`src/hw/fmbm_pkg.sv`:
```
package fmbm_pkg;
    // ==========================================================
    // Register indices (printed offsets), byte address = 4 * index
    localparam logic [7:0] IDX_STATUS = 8'h04;
    localparam logic [7:0] IDX_LIMIT_A = 8'h16;
    localparam logic [7:0] IDX_LIMIT_B = 8'h1C;
    localparam logic [7:0] IDX_FLOAT_LED_A = 8'h3E;
    localparam logic [7:0] IDX_IRQ_STATUS = 8'h60;
    localparam logic [7:0] IDX_IRQ_MASK = 8'h61;
    localparam logic [7:0] IDX_FLOAT_CTRL = 8'h62;

    // ==========================================================
    // Field positions
    localparam int CNT_SEL_LSB = 14;
    localparam int LIMIT_W = 14;
    localparam int PULSE_WIDTH_LSB = 8;
    localparam int PULSE_WIDTH_W = 5;
    localparam int PULSE_DELAY_W = 8;
    localparam int EMITTER_LSB = 14;
    localparam int REG_W = 16;
    localparam int NUM_CH = 4;
    localparam int EXCEED_W = 5;
    localparam logic [15:0] FLOAT_LED_WR_MASK = 16'hDFFF;

    // ==========================================================
    // Reset values
    localparam logic [15:0] RST_LIMIT = 16'h0000;
    localparam logic [15:0] RST_FLOAT_LED_A = 16'h0320;
    localparam logic [7:0] RST_IRQ_MASK = 8'h00;

    // ==========================================================
    // Exceed count codes
    localparam logic [1:0] CNT_NEVER = 2'h0;
    localparam logic [1:0] CNT_ONE = 2'h1;
    localparam logic [1:0] CNT_FOUR = 2'h2;
    localparam logic [1:0] CNT_SIXTEEN = 2'h3;
    localparam logic [4:0] EXCEED_ONE = 5'h01;
    localparam logic [4:0] EXCEED_FOUR = 5'h04;
    localparam logic [4:0] EXCEED_SIXTEEN = 5'h10;
endpackage

```
`src/hw/fmbm_channel.sv`:
```
`timescale 1ns/1ps
module fmbm_channel #(
    parameter int ADC_W = 14
) (
    input wire logic mclk,
    input wire logic nrst,
    input wire logic sample_valid,
    input wire logic [ADC_W-1:0] adc_value,
    input wire logic [ADC_W-1:0] limit,
    input wire logic [1:0] count_select,
    input wire logic restart,
    output logic hit
);
    logic [4:0] exceed_ff;
    logic [4:0] target;
    logic [4:0] nxt_exceed;
    logic over;

    // ==========================================================
    // Target selection
    always_comb begin
        case (count_select)
            fmbm_pkg::CNT_ONE: target = fmbm_pkg::EXCEED_ONE;
            fmbm_pkg::CNT_FOUR: target = fmbm_pkg::EXCEED_FOUR;
            fmbm_pkg::CNT_SIXTEEN: target = fmbm_pkg::EXCEED_SIXTEEN;
            default: target = 5'h00;
        endcase
    end

    assign over = sample_valid && (adc_value > limit);
    assign nxt_exceed = (exceed_ff == 5'h1F) ? exceed_ff : exceed_ff + 5'h01;

    // ==========================================================
    // Exceed counter
    always_ff @(posedge mclk or negedge nrst) begin
        if (!nrst) begin
            exceed_ff <= 5'h00;
        end else if (restart) begin
            exceed_ff <= over ? 5'h01 : 5'h00;
        end else if (over) begin
            exceed_ff <= nxt_exceed;
        end
    end

    // Reaches target on this exceedance
    always_comb begin
        hit = over && (count_select != fmbm_pkg::CNT_NEVER) && (nxt_exceed == target);
        if (restart) begin
            hit = over && (target == fmbm_pkg::EXCEED_ONE);
        end
    end
endmodule // fmbm_channel

```
`src/hw/fmbm_monitor.sv`:
```
// Register access over APB was left to the implementer.
`timescale 1ns/1ps
module fmbm_monitor #(
    parameter int ADC_W = 14
) (
    input wire logic mclk,
    input wire logic nrst,
    input wire logic psel,
    input wire logic penable,
    input wire logic pwrite,
    input wire logic [11:0] paddr,
    input wire logic [31:0] pwdata,
    output logic [31:0] prdata,
    output logic pready,
    output logic pslverr,
    input wire logic slot_a_sample_valid,
    input wire logic slot_b_sample_valid,
    input wire logic [4*ADC_W-1:0] slot_a_adc,
    input wire logic [4*ADC_W-1:0] slot_b_adc,
    input wire logic float_start,
    output logic [1:0] slot_a_float_emitter_choice,
    output logic [4:0] slot_a_float_pulse_width,
    output logic [7:0] slot_a_float_pulse_delay,
    output logic irq
);
    localparam int NC = fmbm_pkg::NUM_CH;

    logic [15:0] limit_a_ff;
    logic [15:0] limit_b_ff;
    logic [15:0] float_led_a_ff;
    logic [3:0] slot_a_background_flags_ff;
    logic [3:0] slot_b_background_flags_ff;
    logic [7:0] irq_status_ff;
    logic [7:0] irq_mask_ff;
    logic [31:0] prdata_ff;
    logic pready_ff;
    logic pslverr_ff;
    logic irq_ff;
    logic [3:0] hit_a;
    logic [3:0] hit_b;
    logic [7:0] hits;
    logic [13:0] slot_a_background_limit;
    logic [13:0] slot_b_background_limit;
    logic [1:0] slot_a_exceed_count_select;
    logic [1:0] slot_b_exceed_count_select;
    logic setup;
    logic wr;
    logic rd;
    logic [9:0] idx;
    logic aligned;
    logic hit_status;
    logic hit_lim_a;
    logic hit_lim_b;
    logic hit_led_a;
    logic hit_irq_st;
    logic hit_irq_mask;
    logic hit_ctrl;
    logic mapped;
    logic status_read;
    logic restart;
    logic ctrl_restart;
    logic [31:0] nxt_prdata;

    // ==========================================================
    // Field extraction
    assign slot_a_background_limit = limit_a_ff[fmbm_pkg::LIMIT_W-1:0];
    assign slot_b_background_limit = limit_b_ff[fmbm_pkg::LIMIT_W-1:0];
    assign slot_a_exceed_count_select = limit_a_ff[fmbm_pkg::CNT_SEL_LSB +: 2];
    assign slot_b_exceed_count_select = limit_b_ff[fmbm_pkg::CNT_SEL_LSB +: 2];

    // ==========================================================
    // APB decode, answer one cycle after setup
    assign setup = psel && !penable && !pready_ff;
    assign wr = setup && pwrite;
    assign rd = setup && !pwrite;
    assign idx = paddr[11:2];
    assign aligned = (paddr[1:0] == 2'h0);

    always_comb begin
        hit_status = 1'b0;
        hit_lim_a = 1'b0;
        hit_lim_b = 1'b0;
        hit_led_a = 1'b0;
        hit_irq_st = 1'b0;
        hit_irq_mask = 1'b0;
        hit_ctrl = 1'b0;
        if (!aligned) begin
            hit_status = 1'b0;
        end else if (idx == {2'h0, fmbm_pkg::IDX_STATUS}) begin
            hit_status = 1'b1;
        end else if (idx == {2'h0, fmbm_pkg::IDX_LIMIT_A}) begin
            hit_lim_a = 1'b1;
        end else if (idx == {2'h0, fmbm_pkg::IDX_LIMIT_B}) begin
            hit_lim_b = 1'b1;
        end else if (idx == {2'h0, fmbm_pkg::IDX_FLOAT_LED_A}) begin
            hit_led_a = 1'b1;
        end else if (idx == {2'h0, fmbm_pkg::IDX_IRQ_STATUS}) begin
            hit_irq_st = 1'b1;
        end else if (idx == {2'h0, fmbm_pkg::IDX_IRQ_MASK}) begin
            hit_irq_mask = 1'b1;
        end else if (idx == {2'h0, fmbm_pkg::IDX_FLOAT_CTRL}) begin
            hit_ctrl = 1'b1;
        end
    end

    assign mapped = hit_status | hit_lim_a | hit_lim_b | hit_led_a | hit_irq_st | hit_irq_mask | hit_ctrl;
    assign status_read = rd && hit_status;
    assign ctrl_restart = wr && hit_ctrl && pwdata[0];
    assign restart = float_start || ctrl_restart || status_read;

    always_comb begin
        nxt_prdata = 32'h0000_0000;
        if (hit_status) begin
            nxt_prdata = {24'h00_0000, slot_b_background_flags_ff, slot_a_background_flags_ff};
        end else if (hit_lim_a) begin
            nxt_prdata = {16'h0000, limit_a_ff};
        end else if (hit_lim_b) begin
            nxt_prdata = {16'h0000, limit_b_ff};
        end else if (hit_led_a) begin
            nxt_prdata = {16'h0000, float_led_a_ff};
        end else if (hit_irq_st) begin
            nxt_prdata = {24'h00_0000, irq_status_ff};
        end else if (hit_irq_mask) begin
            nxt_prdata = {24'h00_0000, irq_mask_ff};
        end
    end

    always_ff @(posedge mclk or negedge nrst) begin
        if (!nrst) begin
            pready_ff <= 1'b0;
        end else begin
            pready_ff <= setup;
        end
    end

    always_ff @(posedge mclk or negedge nrst) begin
        if (!nrst) begin
            pslverr_ff <= 1'b0;
        end else begin
            pslverr_ff <= setup && !mapped;
        end
    end

    always_ff @(posedge mclk or negedge nrst) begin
        if (!nrst) begin
            prdata_ff <= 32'h0000_0000;
        end else begin
            prdata_ff <= rd ? nxt_prdata : 32'h0000_0000;
        end
    end

    // ==========================================================
    // Writable registers
    always_ff @(posedge mclk or negedge nrst) begin
        if (!nrst) begin
            limit_a_ff <= fmbm_pkg::RST_LIMIT;
        end else if (wr && hit_lim_a) begin
            limit_a_ff <= pwdata[15:0];
        end
    end

    always_ff @(posedge mclk or negedge nrst) begin
        if (!nrst) begin
            limit_b_ff <= fmbm_pkg::RST_LIMIT;
        end else if (wr && hit_lim_b) begin
            limit_b_ff <= pwdata[15:0];
        end
    end

    always_ff @(posedge mclk or negedge nrst) begin
        if (!nrst) begin
            float_led_a_ff <= fmbm_pkg::RST_FLOAT_LED_A;
        end else if (wr && hit_led_a) begin
            float_led_a_ff <= pwdata[15:0] & fmbm_pkg::FLOAT_LED_WR_MASK;
        end
    end

    always_ff @(posedge mclk or negedge nrst) begin
        if (!nrst) begin
            irq_mask_ff <= fmbm_pkg::RST_IRQ_MASK;
        end else if (wr && hit_irq_mask) begin
            irq_mask_ff <= pwdata[7:0];
        end
    end

    // ==========================================================
    // Channel counters
    genvar gi;
    generate
        for (gi = 0; gi < NC; gi++) begin : g_ch
            fmbm_channel #(.ADC_W(ADC_W)) u_a (
                .mclk(mclk),
                .nrst(nrst),
                .sample_valid(slot_a_sample_valid),
                .adc_value(slot_a_adc[gi*ADC_W +: ADC_W]),
                .limit(slot_a_background_limit),
                .count_select(slot_a_exceed_count_select),
                .restart(restart),
                .hit(hit_a[gi])
            );
            fmbm_channel #(.ADC_W(ADC_W)) u_b (
                .mclk(mclk),
                .nrst(nrst),
                .sample_valid(slot_b_sample_valid),
                .adc_value(slot_b_adc[gi*ADC_W +: ADC_W]),
                .limit(slot_b_background_limit),
                .count_select(slot_b_exceed_count_select),
                .restart(restart),
                .hit(hit_b[gi])
            );
        end
    endgenerate

    assign hits = {hit_b, hit_a};

    // ==========================================================
    // Background flags, set wins over read clear
    always_ff @(posedge mclk or negedge nrst) begin
        if (!nrst) begin
            slot_a_background_flags_ff <= 4'h0;
        end else if (status_read) begin
            slot_a_background_flags_ff <= hit_a;
        end else begin
            slot_a_background_flags_ff <= slot_a_background_flags_ff | hit_a;
        end
    end

    always_ff @(posedge mclk or negedge nrst) begin
        if (!nrst) begin
            slot_b_background_flags_ff <= 4'h0;
        end else if (status_read) begin
            slot_b_background_flags_ff <= hit_b;
        end else begin
            slot_b_background_flags_ff <= slot_b_background_flags_ff | hit_b;
        end
    end

    // ==========================================================
    // Interrupt status, write one to clear
    always_ff @(posedge mclk or negedge nrst) begin
        if (!nrst) begin
            irq_status_ff <= 8'h00;
        end else if (wr && hit_irq_st) begin
            irq_status_ff <= (irq_status_ff & ~pwdata[7:0]) | hits;
        end else begin
            irq_status_ff <= irq_status_ff | hits;
        end
    end

    // ==========================================================
    // Interrupt output
    always_ff @(posedge mclk or negedge nrst) begin
        if (!nrst) begin
            irq_ff <= 1'b0;
        end else begin
            irq_ff <= |(irq_status_ff & irq_mask_ff);
        end
    end

    // ==========================================================
    // Float emitter outputs
    always_ff @(posedge mclk or negedge nrst) begin
        if (!nrst) begin
            slot_a_float_emitter_choice <= fmbm_pkg::RST_FLOAT_LED_A[fmbm_pkg::EMITTER_LSB +: 2];
        end else begin
            slot_a_float_emitter_choice <= float_led_a_ff[fmbm_pkg::EMITTER_LSB +: 2];
        end
    end

    always_ff @(posedge mclk or negedge nrst) begin
        if (!nrst) begin
            slot_a_float_pulse_width <= fmbm_pkg::RST_FLOAT_LED_A[fmbm_pkg::PULSE_WIDTH_LSB +: fmbm_pkg::PULSE_WIDTH_W];
        end else begin
            slot_a_float_pulse_width <= float_led_a_ff[fmbm_pkg::PULSE_WIDTH_LSB +: fmbm_pkg::PULSE_WIDTH_W];
        end
    end

    always_ff @(posedge mclk or negedge nrst) begin
        if (!nrst) begin
            slot_a_float_pulse_delay <= fmbm_pkg::RST_FLOAT_LED_A[fmbm_pkg::PULSE_DELAY_W-1:0];
        end else begin
            slot_a_float_pulse_delay <= float_led_a_ff[fmbm_pkg::PULSE_DELAY_W-1:0];
        end
    end

    // ==========================================================
    // Register outputs
    assign prdata = prdata_ff;
    assign pready = pready_ff;
    assign pslverr = pslverr_ff;
    assign irq = irq_ff;
endmodule // fmbm_monitor

```
`config.mk`:
```
export PLATFORM = sky130hd
export DESIGN_NAME = fmbm_monitor
export DESIGN_NICKNAME = d
export VERILOG_FILES = /design/src/hw/fmbm_pkg.sv /design/src/hw/fmbm_channel.sv /design/src/hw/fmbm_monitor.sv
export SDC_FILE = /design/constraint.sdc
export NUM_CORES = 1
export LEC_CHECK = 0
export BUFFER_PORTS_ARGS = -buffer_cell sky130_fd_sc_hd__buf_2
export CAP_MARGIN = 10
export CORE_MARGIN = 2
export CORE_UTILIZATION = 51
export CTS_CLUSTER_SIZE = 30
export DETAILED_ROUTE_END_ITERATION = 6
export GPL_ROUTABILITY_DRIVEN = 0
export PLACE_DENSITY = 0.75
export SYNTH_ARGS = -nofsm -noshare
export SYNTH_HDL_FRONTEND = slang
export SYNTH_SLANG_ARGS = --single-unit
```
`constraint.sdc`:
```
create_clock -name mclk -period 5.2 [get_ports mclk]
set_input_delay 0.52 -clock mclk [delete_from_list [all_inputs] [get_ports mclk]]
set_output_delay 0.52 -clock mclk [all_outputs]
set_load 0.01 [all_outputs]
```
==> impl_metrics.sql, run 1 <==
INSERT INTO impl_metrics (metric_group, metric, value, unit) VALUES
('outcome', 'status', 'complete, no violations', ''),
('logic_synthesis', 'yosysMostFrequentCell', 'dfrtp_1', ''),
('logic_synthesis', 'syn-instance-count', '1016', ''),
('floorplan', 'die_w', '145.0', 'µm'),
('flow_run', 'number_of_violations_of_the_max_capacitance_limit', '0', ''),
('route', 'route.final.wire_length', '26870', 'µm'),
('timing', 'grt_setup_unrepaired', 'no', ''),
('clock_tree', 'cts_hold_buffers', '0', ''),
('route', 'via_count', '8670', ''),
('logic_synthesis', 'postSynthRegisterBits', '145', ''),
('timing', 'finalMaxSlewViolations', '0', ''),
('clock_tree', 'tritoncts_num_sinks', '145', ''),
('worst_setup_path', 'critical_path.startpoint_type', 'flip-flop', ''),
('power', 'worst_ir_drop_vdd', '0.2410', 'mV'),
('clock_tree', 'worst_setup_hold_path_clk_slew', '0.06', 'ns'),
('worst_setup_path', 'critical_path_peak_fanout', '6', ''),
('floorplan', 'initial_core_util', '52.13', '%'),
('worst_setup_path', 'reg2reg_setup_slack', '2.29', 'ns'),
('logic_synthesis', 'ys_top_cells_by_area', 'dfrtp_1, ha_1, mux2_2', ''),
('logic_synthesis', 'post-synth-top-area-fraction', '34.28', '%'),
('floorplan', 'die-area', '0.02104', 'mm²'),
('final_layout', 'post_route_cells_drive_above_1_share', '27.01', '%'),
('final_layout', 'post_layout_nonfiller_instances', '1465', ''),
('global_routing', 'globalRouteTotalUtil', '25.80', '%'),
('global_routing', 'global_route_wire_length_before_repair', '43430', 'µm'),
('logic_synthesis', 'mappedNetlistArea', '0.01015', 'mm²'),
('worst_setup_path', 'endpoint_kind', 'flip-flop', ''),
('logic_synthesis', 'synth_top_cells_by_count', 'dfrtp_1, ha_1, nand2_1', ''),
('place', 'io_buffer_count', '181', ''),
('worst_setup_path', 'crit_type', 'flip-flop to flip-flop', ''),
('floorplan', 'pin_count', '214', ''),
('route', 'routed_length_per_instance', '18.34', 'µm'),
('timing', 'finalCritPeriodShare', '55.92', '%'),
('floorplan', 'core_area', '0.01946', 'mm²'),
('timing', 'clock-skew-final', '0.01002', 'ns'),
('logic_synthesis', 'synth_area_per_cell', '9.986', 'µm²'),
('timing', 'fin_setup_tns', '0', 'ns'),
('global_routing', 'number_of_global_route_vias_before_repair', '8463', ''),
('clock_tree', 'tritoncts_clock_tree', 'yes', ''),
('logic_synthesis', 'synth.distinct_cells', '79', ''),
('global_routing', 'grt_max_degree', '94', ''),
('clock_tree', 'cts_post_setup_buffers_inserted', '0', ''),
('route', 'vias_per_cell', '5.918', ''),
('route', 'route.antenna.remaining_nets', '0', ''),
('worst_setup_path', 'r2r_cells', '8', ''),
('timing', 'tightestPinTransition', '1.094', 'ns'),
('timing', 'setup-violations-final', '0', ''),
('final_layout', 'final_nets', '1467', ''),
('logic_synthesis', 'synth_ff_type', 'dfrtp_1', ''),
('logic_synthesis', 'synth-seq-area-share', '35.84', '%'),
('clock_tree', 'clock_latency', '0.43', 'ns'),
('global_routing', 'antenna_found_initial', '4', ''),
('route', 'remaining_drc_errors', '0', ''),
('clock_tree', 'cts.path.max_buffers', '2', ''),
('floorplan', 'floorplan.die.height', '145.0', 'µm'),
('global_routing', 'overflow', '0', ''),
('floorplan', 'std_cell_rows', '51', ''),
('hold_path', 'min_path_type', 'input port to asynchronous set/reset pin', ''),
('worst_setup_path', 'worst_setup_path_startpoint', 'limit_a_ff[9]$_DFFE_PN0P_', ''),
('route', 'drt_first_iter_violations', '616', ''),
('timing', 'max_freq', '343.9', 'MHz'),
('timing', 'fin_hold_viols', '0', ''),
('clock_tree', 'cts-resized-gates', '0', ''),
('power', 'power_per_cell_area', '234.5', 'mW/mm²'),
('place', 'dp_hpwl', '20130', 'µm'),
('clock_tree', 'root_buffer_cell', 'clkbuf_16', ''),
('timing', 'max-slew-margin-rel', '26.87', '%'),
('final_layout', 'syn2layout_area_growth', '16.23', '%'),
('worst_setup_path', 'cp_data_arrival_time', '3.23', 'ns'),
('logic_synthesis', 'synthArstFlopShare', '100.0', '%'),
('worst_setup_path', 'regToRegStartpoint', 'limit_a_ff[9]$_DFFE_PN0P_', '');
-- how the worst min path moves through the flow --
stage                                       endpoint  cells after the start  slack, ns
3_3_place_gp   slot_a_float_pulse_width[0]$_DFF_PN1_                      0       0.36
2_1_floorplan          float_led_a_ff[0]$_DFFE_PN0P_                      0       0.22
4_1_cts        slot_a_float_pulse_width[3]$_DFF_PN0_                      1       0.22
3_5_place_dp   slot_a_float_pulse_delay[5]$_DFF_PN1_                      0       0.37
5_1_grt        slot_a_float_pulse_width[4]$_DFF_PN0_                      1       0.25
6_report       slot_a_float_pulse_width[2]$_DFF_PN0_                      1       0.17
-- cell type report --
cell class | count | area [µm²]
timing repair buffer | 184 | 934.6
antenna | 4 | 10.01
tap | 265 | 331.6
sequential | 145 | 3636
fill | 1626 | 7670
inverter | 51 | 191.4
clock inverter | 11 | 130.1
clock buffer | 21 | 480.5
multi-input combinational | 784 | 6078
-- flip-flops by register name, summed over array words and instances, names as in the netlist --
register and count:
g_ch.u_a.exceed_ff 20, g_ch.u_b.exceed_ff 20, limit_a_ff 16, limit_b_ff 16, prdata 16, float_led_a_ff 15, irq_mask_ff 8, irq_status_ff 8
slot_a_float_pulse_delay 8, slot_a_float_pulse_width 5, slot_a_background_flags_ff 4, slot_b_background_flags_ff 4, slot_a_float_emitter_choice 2, irq 1, pready 1, pslverr 1
-- critical path, cell delays in order, from the launching register on --
cell      delay [ns]
dfrtp_1         0.44
inv_1           0.16
ha_1            0.32
a211oi_1        0.24
o21ai_0         0.13
a221o_1         0.35
o221ai_1        0.69
a311oi_1        0.23
a21o_1          0.25
-- per-layer routing --
layer | GRT usage (%) | part of all wire (%)
met5 | 0 | 0.041
met4 | 8.861 | 2.7
met3 | 5.283 | 6.8
met2 | 41.60 | 47
met1 | 34.71 | 44
-- through the flow --
stage / hold WS [ns] / worst slack [ns] / util (%) / power [mW] / cell area, µm²
6_report: 0.1650 / 2.292 / 60.59 / 2.766 / 11790
5_1_grt: 0.2537 / 2.102 / 60.55 / 2.884 / 11790
4_1_cts: 0.2166 / 2.360 / 60.54 / 2.777 / 11780
3_5_place_dp: 0.3652 / 2.078 / 57.40 / 1.534 / 11170
3_3_place_gp: 0.3633 / 2.098 / 57.40 / 1.524 / 11170
2_1_floorplan: 0.2244 / 2.965 / - / 1.395 / 10200
-- cell families after synthesis --
logic type               share of synthesized area, %
XOR/XNOR                                       0.6906
flip-flops                                      35.84
AND/OR/NAND/NOR                                 16.07
AO/OA/AOI/OAI                                   17.51
other                                         0.03696
buffers and inverters                           4.883
adder cells (fa/ha/maj)                         14.80
multiplexers                                    10.17
-- where the power goes --
part	internal (mW)	switching [mW]
sequential	1.15	0.0275
clock	0.758	0.491
combinational	0.149	0.193
-- placed cells by master (no fill, tap or decap), drive strengths merged, types with 5 or more instances in the layout --
cell type / netlist / final
nor3: 12 / 12
clkbuf: 20 / 21
or3: 14 / 14
a31o: 11 / 11
and4: 9 / 9
nand3: 39 / 39
and3: 8 / 8
o21a: 5 / 5
a21o: 20 / 20
nor2b: 14 / 14
ha: 120 / 120
xnor2: 5 / 5
nand2b: 12 / 12
dfrtp: 139 / 139
or2: 6 / 6
a22oi: 17 / 17
nand4: 17 / 17
a31oi: 20 / 20
a222oi: 14 / 14
a21oi: 43 / 43
o21ai: 38 / 38
nand2: 90 / 90
nor2: 54 / 54
o21bai: 5 / 5
o211ai: 18 / 18
conb: 1 / 16
buf: 31 / 184
inv: 51 / 51
mux2i: 21 / 21
dfstp: 6 / 6
a21boi: 5 / 5
o31ai: 8 / 8
clkinv: 0 / 5
a211oi: 14 / 14
mux2: 66 / 66
Power figures use the tool's default switching activity.
==> inputs of run 2 (changes only) <==
--- a/config.mk
+++ b/config.mk
@@ -12,7 +12,7 @@
 export CTS_CLUSTER_SIZE = 30
 export DETAILED_ROUTE_END_ITERATION = 6
 export GPL_ROUTABILITY_DRIVEN = 0
-export PLACE_DENSITY = 0.75
+export PLACE_DENSITY = 0.78
 export SYNTH_ARGS = -nofsm -noshare
 export SYNTH_HDL_FRONTEND = slang
 export SYNTH_SLANG_ARGS = --single-unit
==> constraint.sdc (replaced) <==
create_clock -name mclk -period 2.6 [get_ports mclk]
set_input_delay 0.26 -clock mclk [delete_from_list [all_inputs] [get_ports mclk]]
set_output_delay 0.26 -clock mclk [all_outputs]
set_load 0.01 [all_outputs]
==> impl_metrics.sql, run 2 (synthesis results as in run 1) <==
INSERT INTO impl_metrics (metric_group, metric, value, unit) VALUES
('worst_setup_path', 'worst_path_dominant_cell_family', 'compound AO/OA/AOI/OAI gates', ''),
('power', 'intPower', '4.243', 'mW'),
('worst_setup_path', 'timing.critical_path.to', 'irq_status_ff[3]$_DFF_PN0_', ''),
('route', 'firstDrtPassIters', '7', ''),
('route', 'wl_met2', '13270', 'µm'),
('final_layout', 'final_nets', '1509', ''),
('place', 'place_ws', '-0.003126', 'ns'),
('worst_setup_path', 'regToRegStartpoint', 'limit_a_ff[9]$_DFFE_PN0P_', ''),
('timing', 'fin_hold_viols', '0', ''),
('power', 'worst_ir_drop_vdd', '0.5277', 'mV'),
('timing', 'clock-skew-final', '0.006726', 'ns'),
('power', 'power.leakage', '5.839', 'nW'),
('final_layout', 'filler_cell_count', '1570', ''),
('final_layout', 'finalInstanceArea', '0.01213', 'mm²'),
('worst_setup_path', 'highest_delay_cell_along_the_critical_path', 'dfrtp_1', ''),
('worst_setup_path', 'worst_path_largest_cell_delay', '0.40', 'ns'),
('floorplan', 'core_area', '0.01946', 'mm²'),
('power', 'power.switching_fraction', '24.80', '%'),
('route', 'route.final.wire_length', '28250', 'µm'),
('timing', 'max_freq', '403.5', 'MHz'),
('timing', 'setup-violations-final', '0', ''),
('timing', 'hold-worst-slack', '0.09125', 'ns'),
('final_layout', 'final_core_util', '62.35', '%'),
('route', 'drt_first_iter_violations', '627', ''),
('worst_setup_path', 'worst-path-stages', '10', ''),
('clock_tree', 'tritoncts_num_sinks', '145', ''),
('route', 'remaining_drc_errors', '11', ''),
('power', 'power_per_cell_area', '465.0', 'mW/mm²'),
('final_layout', 'post_route_cells_drive_above_1_share', '29.32', '%'),
('outcome', 'violations', 'design-rule violations', ''),
('timing', 'finalCriticalPeriod', '2.478', 'ns'),
('global_routing', 'global_route_wire_length_before_repair', '45640', 'µm'),
('global_routing', 'antenna_found_initial', '4', ''),
('place', 'dp_hpwl', '21210', 'µm'),
('worst_setup_path', 'worst_setup_path_startpoint', 'limit_a_ff[9]$_DFFE_PN0P_', ''),
('floorplan', 'floorplan.die.height', '145.0', 'µm'),
('worst_setup_path', 'reg2reg_setup_slack', '0.12', 'ns'),
('route', 'route.antenna.remaining_nets', '0', ''),
('clock_tree', 'cts_made_buffers', '17', ''),
('clock_tree', 'root_buffer_cell', 'clkbuf_16', ''),
('place', 'io_buffer_count', '181', ''),
('worst_setup_path', 'worstReg2RegEnd', 'irq_status_ff[3]$_DFF_PN0_', ''),
('global_routing', 'globalRouteTotalUtil', '27.02', '%'),
('worst_setup_path', 'endpoint_kind', 'flip-flop', ''),
('timing', 'tightestPinTransition', '0.6121', 'ns'),
('route', 'vias_per_cell', '5.935', ''),
('clock_tree', 'clock_latency', '0.42', 'ns'),
('floorplan', 'std_cell_rows', '51', ''),
('outcome', 'status', 'finished with violations', ''),
('route', 'length_of_routed_wiring_on_met1', '12230', 'µm'),
('floorplan', 'die_w', '145.0', 'µm'),
('power', 'fin_total_pwr', '5.642', 'mW'),
('worst_setup_path', 'cells_traversed_along_the_worst_timing_path', 'inv_1 -> ha_1 -> a211oi_1 -> o21ai_0 -> a221o_1 -> o221ai_1 -> buf_4 -> a311oi_1 -> buf_4 -> a21o_1', ''),
('power', 'sequentialPowerShare', '41.6', '%'),
('clock_tree', 'worst_setup_hold_path_clk_slew', '0.06', 'ns'),
('clock_tree', 'htreeDepth', '4', ''),
('timing', 'finalCritPeriodShare', '95.31', '%'),
('final_layout', 'most-common-layout-cells', 'buf_2, dfrtp_1, ha_1', ''),
('worst_setup_path', 'r2r_cells', '10', ''),
('timing', 'grt_setup_unrepaired', 'no', ''),
('final_layout', 'post_layout_nonfiller_instances', '1506', ''),
('route', 'highest_layer', 'met5', ''),
('route', 'routed_length_per_instance', '18.76', 'µm'),
('global_routing', 'grt_max_degree', '64', ''),
('final_layout', 'syn2layout_area_growth', '19.60', '%'),
('place', 'placed_cell_area', '0.01149', 'mm²'),
('clock_tree', 'tritoncts_clock_tree', 'yes', ''),
('timing', 'max-slew-margin-rel', '59.04', '%'),
('flow_run', 'number_of_violations_of_the_max_capacitance_limit', '0', ''),
('worst_setup_path', 'critical_path_peak_fanout', '6', ''),
('worst_setup_path', 'critical_path.startpoint_type', 'flip-flop', ''),
('worst_setup_path', 'timing.critical_path.mode_cell', 'buf_4', ''),
('timing', 'final.setup.worst_slack', '0.1220', 'ns'),
('worst_setup_path', 'cp_data_arrival_time', '2.79', 'ns'),
('route', 'route.met3.wl', '1859', 'µm'),
('power', 'share_comb_of_total_power', '12.8', '%'),
('timing', 'fin_setup_tns', '0', 'ns'),
('place', 'place_inst', '1470', ''),
('global_routing', 'number_of_global_route_vias_before_repair', '8921', ''),
('floorplan', 'die-area', '0.02104', 'mm²'),
('global_routing', 'overflow', '0', ''),
('worst_setup_path', 'cp.required', '2.91', 'ns'),
('floorplan', 'initial_core_util', '52.13', '%'),
('hold_path', 'min_path_type', 'input port to flip-flop', ''),
('timing', 'finalMaxSlewViolations', '0', ''),
('power', 'power.share.clock', '45.6', '%'),
('worst_setup_path', 'path_buf_inv', '3', ''),
('final_layout', 'reg_top3', 'g_ch.u_a.exceed_ff (20), g_ch.u_b.exceed_ff (20)', ''),
('floorplan', 'pin_count', '214', ''),
('clock_tree', 'cts.path.max_buffers', '2', ''),
('worst_setup_path', 'crit_type', 'flip-flop to flip-flop', ''),
('final_layout', 'layout.cells.most_common', 'buf_2', ''),
('power', 'p_switching', '1.399', 'mW'),
('route', 'via_count', '8938', '');
run 2: cell types whose count changed in the layout (fill, tap and decap cells not counted), sizes merged:
cell / previous run / this run
buf: 184 / 225
bufinv: 2 / 4
clkinvlp: 4 / 2
clkbuf: 21 / 22
clkinv: 5 / 4
diode: 4 / 3
dlygate4sd3: 0 / 1
run 2: worst min path at each step:
stage	startpoint	to	slack (ns)	cells past startpoint
2_1_floorplan	nrst	float_led_a_ff[0]$_DFFE_PN0P_	-0.04	0
3_3_place_gp	nrst	slot_a_float_pulse_width[3]$_DFF_PN0_	0.26	1
3_5_place_dp	nrst	slot_a_float_pulse_width[3]$_DFF_PN0_	0.27	1
4_1_cts	pwdata[13]	limit_a_ff[13]$_DFFE_PN0P_	0.08	2
5_1_grt	pwdata[13]	limit_b_ff[13]$_DFFE_PN0P_	0.09	2
6_report	pwdata[13]	limit_a_ff[13]$_DFFE_PN0P_	0.09	2
run 2: per-layer routing:
metal  up-vias  track usage [%]
met5         -                0
met4         2            10.05
met3        70            5.157
met1      4286            35.63
met2       363            44.33
li1       4217                -
run 2: repair_timing:
action,4_1_cts,5_1_grt
setup endpoints to repair,0,17
setup buffers,0,0
hold buffers,1,0
gates resized for setup,0,5
hold endpoints to repair,51,0
run 2: area by class of cell:
type | count | area, µm² | area share [%]
antenna | 3 | 7.507 | 0.06187
clock buffer | 22 | 454.2 | 3.743
clock inverter | 10 | 158.9 | 1.310
inverter | 51 | 191.4 | 1.578
multi-input combinational | 784 | 6090 | 50.19
sequential | 145 | 3636 | 29.97
tap | 265 | 331.6 | 2.733
timing repair buffer | 226 | 1265 | 10.42
run 2: power by group through the flow:
stage | sequential (mW) | clock (mW) | combinational [mW]
2_1_floorplan | 2.36 | 0 | 0.426
3_3_place_gp | 2.38 | 0 | 0.691
3_5_place_dp | 2.38 | 0 | 0.713
4_1_cts | 2.34 | 2.59 | 0.721
5_1_grt | 2.35 | 2.69 | 0.822
6_report | 2.35 | 2.57 | 0.725
run 2: worst reg2reg max path, delay by kind of cell, from the launching register on:
kind / cells / cell delay, ns
AO/OA/AOI/OAI: 6 / 1.07
adder cells (fa/ha/maj): 1 / 0.29
buffers and inverters: 3 / 0.59
flip-flops: 1 / 0.40
==> inputs of run 3 (changes only) <==
--- a/config.mk
+++ b/config.mk
@@ -5,6 +5,7 @@
 export SDC_FILE = /design/constraint.sdc
 export NUM_CORES = 1
 export LEC_CHECK = 0
+export ABC_AREA = 1
 export BUFFER_PORTS_ARGS = -buffer_cell sky130_fd_sc_hd__buf_2
 export CAP_MARGIN = 10
 export CORE_MARGIN = 2
@@ -12,7 +13,7 @@
 export CTS_CLUSTER_SIZE = 30
 export DETAILED_ROUTE_END_ITERATION = 6
 export GPL_ROUTABILITY_DRIVEN = 0
-export PLACE_DENSITY = 0.78
+export PLACE_DENSITY = 0.75
 export SYNTH_ARGS = -nofsm -noshare
 export SYNTH_HDL_FRONTEND = slang
 export SYNTH_SLANG_ARGS = --single-unit
==> constraint.sdc (replaced) <==
create_clock -name mclk -period 2.3 [get_ports mclk]
set_input_delay 0.23 -clock mclk [delete_from_list [all_inputs] [get_ports mclk]]
set_output_delay 0.23 -clock mclk [all_outputs]
set_load 0.01 [all_outputs]
==> impl_metrics.sql, run 3 <==
INSERT INTO impl_metrics (metric_group, metric, value, unit) VALUES
('worst_setup_path', 'cp_data_arrival_time', '2.45', 'ns'),
('timing', 'fin_hold_viols', '0', ''),
('route', 'vias_per_cell', '5.343', ''),
('final_layout', 'reg_top3', 'g_ch.u_a.exceed_ff (20), g_ch.u_b.exceed_ff (20)', ''),
('worst_setup_path', 'critical_path.startpoint_type', 'flip-flop', ''),
('timing', 'grt_setup_unrepaired', 'no', ''),
('global_routing', 'grt_max_degree', '74', ''),
('route', 'route.final.wire_length', '27180', 'µm'),
('final_layout', 'most-common-layout-cells', 'nand2_1, buf_2, inv_1', ''),
('power', 'worst_ir_drop_vdd', '0.5386', 'mV'),
('logic_synthesis', 'yosysMostFrequentCell', 'nand2_1', ''),
('timing', 'clock-skew-final', '0.01320', 'ns'),
('clock_tree', 'tritoncts_num_sinks', '145', ''),
('clock_tree', 'cts_post_setup_buffers_inserted', '0', ''),
('final_layout', 'num_antenna_cells', '0', ''),
('global_routing', 'global_route_wire_length_before_repair', '44410', 'µm'),
('worst_setup_path', 'timing.critical_path.mode_cell', 'nand2_1', ''),
('timing', 'fin_setup_tns', '0', 'ns'),
('final_layout', 'post_route_cells_drive_above_1_share', '19.96', '%'),
('worst_setup_path', 'crit_type', 'flip-flop to flip-flop', ''),
('hold_path', 'launch_instance_of_the_worst_min_delay_path', 'pwdata[11]', ''),
('place', 'dp_hpwl', '21340', 'µm'),
('final_layout', 'final_nets', '1784', ''),
('global_routing', 'antenna_found_initial', '0', ''),
('timing', 'setup-violations-final', '0', ''),
('outcome', 'status', 'complete, no violations', ''),
('clock_tree', 'cts_made_buffers', '17', ''),
('hold_path', 'min_path_type', 'input port to flip-flop', ''),
('logic_synthesis', 'synth.distinct_cells', '50', ''),
('timing', 'finalCritPeriodShare', '90.74', '%'),
('logic_synthesis', 'ys_top_cells_by_area', 'dfrtp_1, ha_1, nand2_1', ''),
('clock_tree', 'htreeDepth', '4', ''),
('worst_setup_path', 'critical_path_peak_fanout', '7', ''),
('floorplan', 'die_w', '145.6', 'µm'),
('final_layout', 'filler_cell_count', '1784', ''),
('route', 'remaining_drc_errors', '0', ''),
('logic_synthesis', 'synth_top_cells_by_count', 'nand2_1, inv_1, dfrtp_1', ''),
('power', 'power.leakage', '6.120', 'nW'),
('timing', 'final.setup.worst_slack', '0.2130', 'ns'),
('worst_setup_path', 'worst_path_largest_cell_delay', '0.38', 'ns'),
('final_layout', 'syn2layout_area_growth', '16.23', '%'),
('logic_synthesis', 'yosys_warnings', '0', ''),
('route', 'firstDrtPassIters', '5', ''),
('clock_tree', 'worst_setup_hold_path_clk_slew', '0.07', 'ns'),
('logic_synthesis', 'post-synth-top-area-fraction', '34.00', '%'),
('worst_setup_path', 'cells_traversed_along_the_worst_timing_path', 'inv_1 -> ha_1 -> nand2_1 -> nor2_1 -> o21ai_0 -> o211ai_1 -> nand2_1 -> nand2_1 -> nand2_1 -> nor2_1 -> nand3_1 -> nand3_1', ''),
('route', 'via_count', '9500', ''),
('timing', 'finalMaxSlewViolations', '0', ''),
('timing', 'tightestPinTransition', '0.6750', 'ns'),
('logic_synthesis', 'synth-seq-area-share', '35.54', '%'),
('logic_synthesis', 'synthArstFlopShare', '100.0', '%'),
('worst_setup_path', 'regToRegStartpoint', 'limit_a_ff[4]$_DFFE_PN0P_', ''),
('power', 'power_per_cell_area', '511.9', 'mW/mm²'),
('floorplan', 'die-area', '0.02121', 'mm²'),
('clock_tree', 'root_buffer_cell', 'clkbuf_16', ''),
('route', 'routed_length_per_instance', '15.29', 'µm'),
('flow_run', 'number_of_violations_of_the_max_capacitance_limit', '0', ''),
('global_routing', 'overflow', '0', ''),
('floorplan', 'pin_count', '214', ''),
('timing', 'max_freq', '479.2', 'MHz'),
('floorplan', 'std_cell_rows', '51', ''),
('place', 'io_buffer_count', '181', ''),
('clock_tree', 'tritoncts_clock_tree', 'yes', ''),
('logic_synthesis', 'syn-instance-count', '1313', ''),
('logic_synthesis', 'postSynthRegisterBits', '145', ''),
('route', 'drt_first_iter_violations', '640', ''),
('worst_setup_path', 'cp.required', '2.67', 'ns'),
('worst_setup_path', 'highest_delay_cell_along_the_critical_path', 'dfrtp_1', ''),
('logic_synthesis', 'synth_area_per_cell', '7.791', 'µm²'),
('clock_tree', 'cts.path.max_buffers', '2', ''),
('route', 'route.antenna.remaining_nets', '0', ''),
('logic_synthesis', 'synth_ff_type', 'dfrtp_1', ''),
('final_layout', 'layout.cells.most_common', 'nand2_1', ''),
('timing', 'finalCriticalPeriod', '2.087', 'ns'),
('clock_tree', 'clock_latency', '0.44', 'ns'),
('logic_synthesis', 'count_of_flip_flops_with_a_built_in_enable_after_synthesis', '0', ''),
('logic_synthesis', 'synth_top_area_cell', 'dfrtp_1', ''),
('floorplan', 'initial_core_util', '52.22', '%'),
('global_routing', 'number_of_global_route_vias_before_repair', '8934', ''),
('floorplan', 'core_area', '0.01959', 'mm²'),
('worst_setup_path', 'endpoint_kind', 'flip-flop', ''),
('floorplan', 'floorplan.die.height', '145.6', 'µm'),
('place', 'place_ws', '0.2330', 'ns'),
('logic_synthesis', 'mappedNetlistArea', '0.01023', 'mm²'),
('worst_setup_path', 'worst_setup_path_startpoint', 'limit_a_ff[4]$_DFFE_PN0P_', ''),
('global_routing', 'globalRouteTotalUtil', '26.04', '%'),
('timing', 'max-slew-margin-rel', '54.94', '%');
## run 3: cell types whose count changed after synthesis, sizes merged, moves of 17 or more
cell    change
a22oi      -17
clkbuf     -18
nand3      +41
nor2       +43
mux2       -66
mux2i      -21
a21oi      +39
nand2     +241
a21o       -20
inv       +102
o21ai     +113
## run 3: timing repair
item | CTS | global route
gates resized for setup | 0 | 4
hold buffers | 1 | 0
hold endpoints to repair | 35 | 0
endpoints found under the setup margin | 0 | 4
## run 3: cell families after synthesis
kind of cell	count (synthesis)	synth area share (%)
other	1	0.03666
xor gates and xnor gates	25	2.140
AOI/OAI and AO/OA	257	14.21
DFF	145	35.54
adders and majority gates	120	14.68
buffers and inverters	194	8.610
and+or+nand+nor	571	24.78
## run 3: through the flow
stage               cell area [µm²]  hold slack (ns)  power, mW  util [%]  std cells
floorplan                     10290         -0.06559      3.194         -       1328
global placement              11320           0.1649      3.493     57.80       1745
detailed placement            11320           0.1607      3.517     57.80       1745
CTS                           11890           0.1037      6.112     60.67       1778
global route                  11890           0.1276      6.348     60.69       1778
finish                        11890           0.1107      6.087     60.69       1778
## run 3: final timing paths
check,endpoint,slack [ns],depth (start not counted)
worst min-delay path,limit_a_ff[11]$_DFFE_PN0P_,0.11,3
worst min register to register,slot_a_float_pulse_width[0]$_DFF_PN1_,0.38,0
max in group asynchronous,float_led_a_ff[9]$_DFFE_PN1P_,1.31,3
worst max register to register,irq_status_ff[2]$_DFF_PN0_,0.21,12
worst max-delay path,irq_status_ff[2]$_DFF_PN0_,0.21,12
min in group asynchronous,irq_status_ff[4]$_DFF_PN0_,0.26,2
## run 3: layer usage
layer | vias to the layer above | share of wire (%) | track usage, % | wire length (µm)
met4 | 0 | 2.2 | 7.402 | 586
met1 | 4404 | 44 | 34.75 | 12070
li1 | 4732 | - | - | -
met2 | 315 | 48 | 43.84 | 12930
met5 | - | 0 | 0 | 0
met3 | 49 | 5.9 | 4.420 | 1591
## run 3: worst max-delay path: cells and delay by family (launching register included)
| kind | cells | cell delay [ns] |
|---|---|---|
| flip-flops | 1 | 0.38 |
| adder cells (fa/ha/maj) | 1 | 0.29 |
| buffers and inverters | 1 | 0.11 |
| AO/OA/AOI/OAI | 2 | 0.24 |
| AND/OR/NAND/NOR | 8 | 0.99 |
## run 3: cell type report
| cell class | instances | area, µm² | share of cell area (%) |
|---|---|---|---|
| clock inverters | 14 | 122.6 | 1.031 |
| well taps | 265 | 331.6 | 2.789 |
| clock buffers | 18 | 429.2 | 3.609 |
| flip-flops and latches | 145 | 3636 | 30.58 |
| inverters | 154 | 579.3 | 4.872 |
| repair buffers | 193 | 1017 | 8.555 |
| multi-input cells | 989 | 5774 | 48.56 |
## run 3: power breakdown
| group | switching [mW] | total [mW] | internal, mW |
|---|---|---|---|
| combinational | 0.514 | 0.838 | 0.324 |
| sequential | 0.0459 | 2.64 | 2.60 |
| clock | 1.19 | 2.61 | 1.41 |
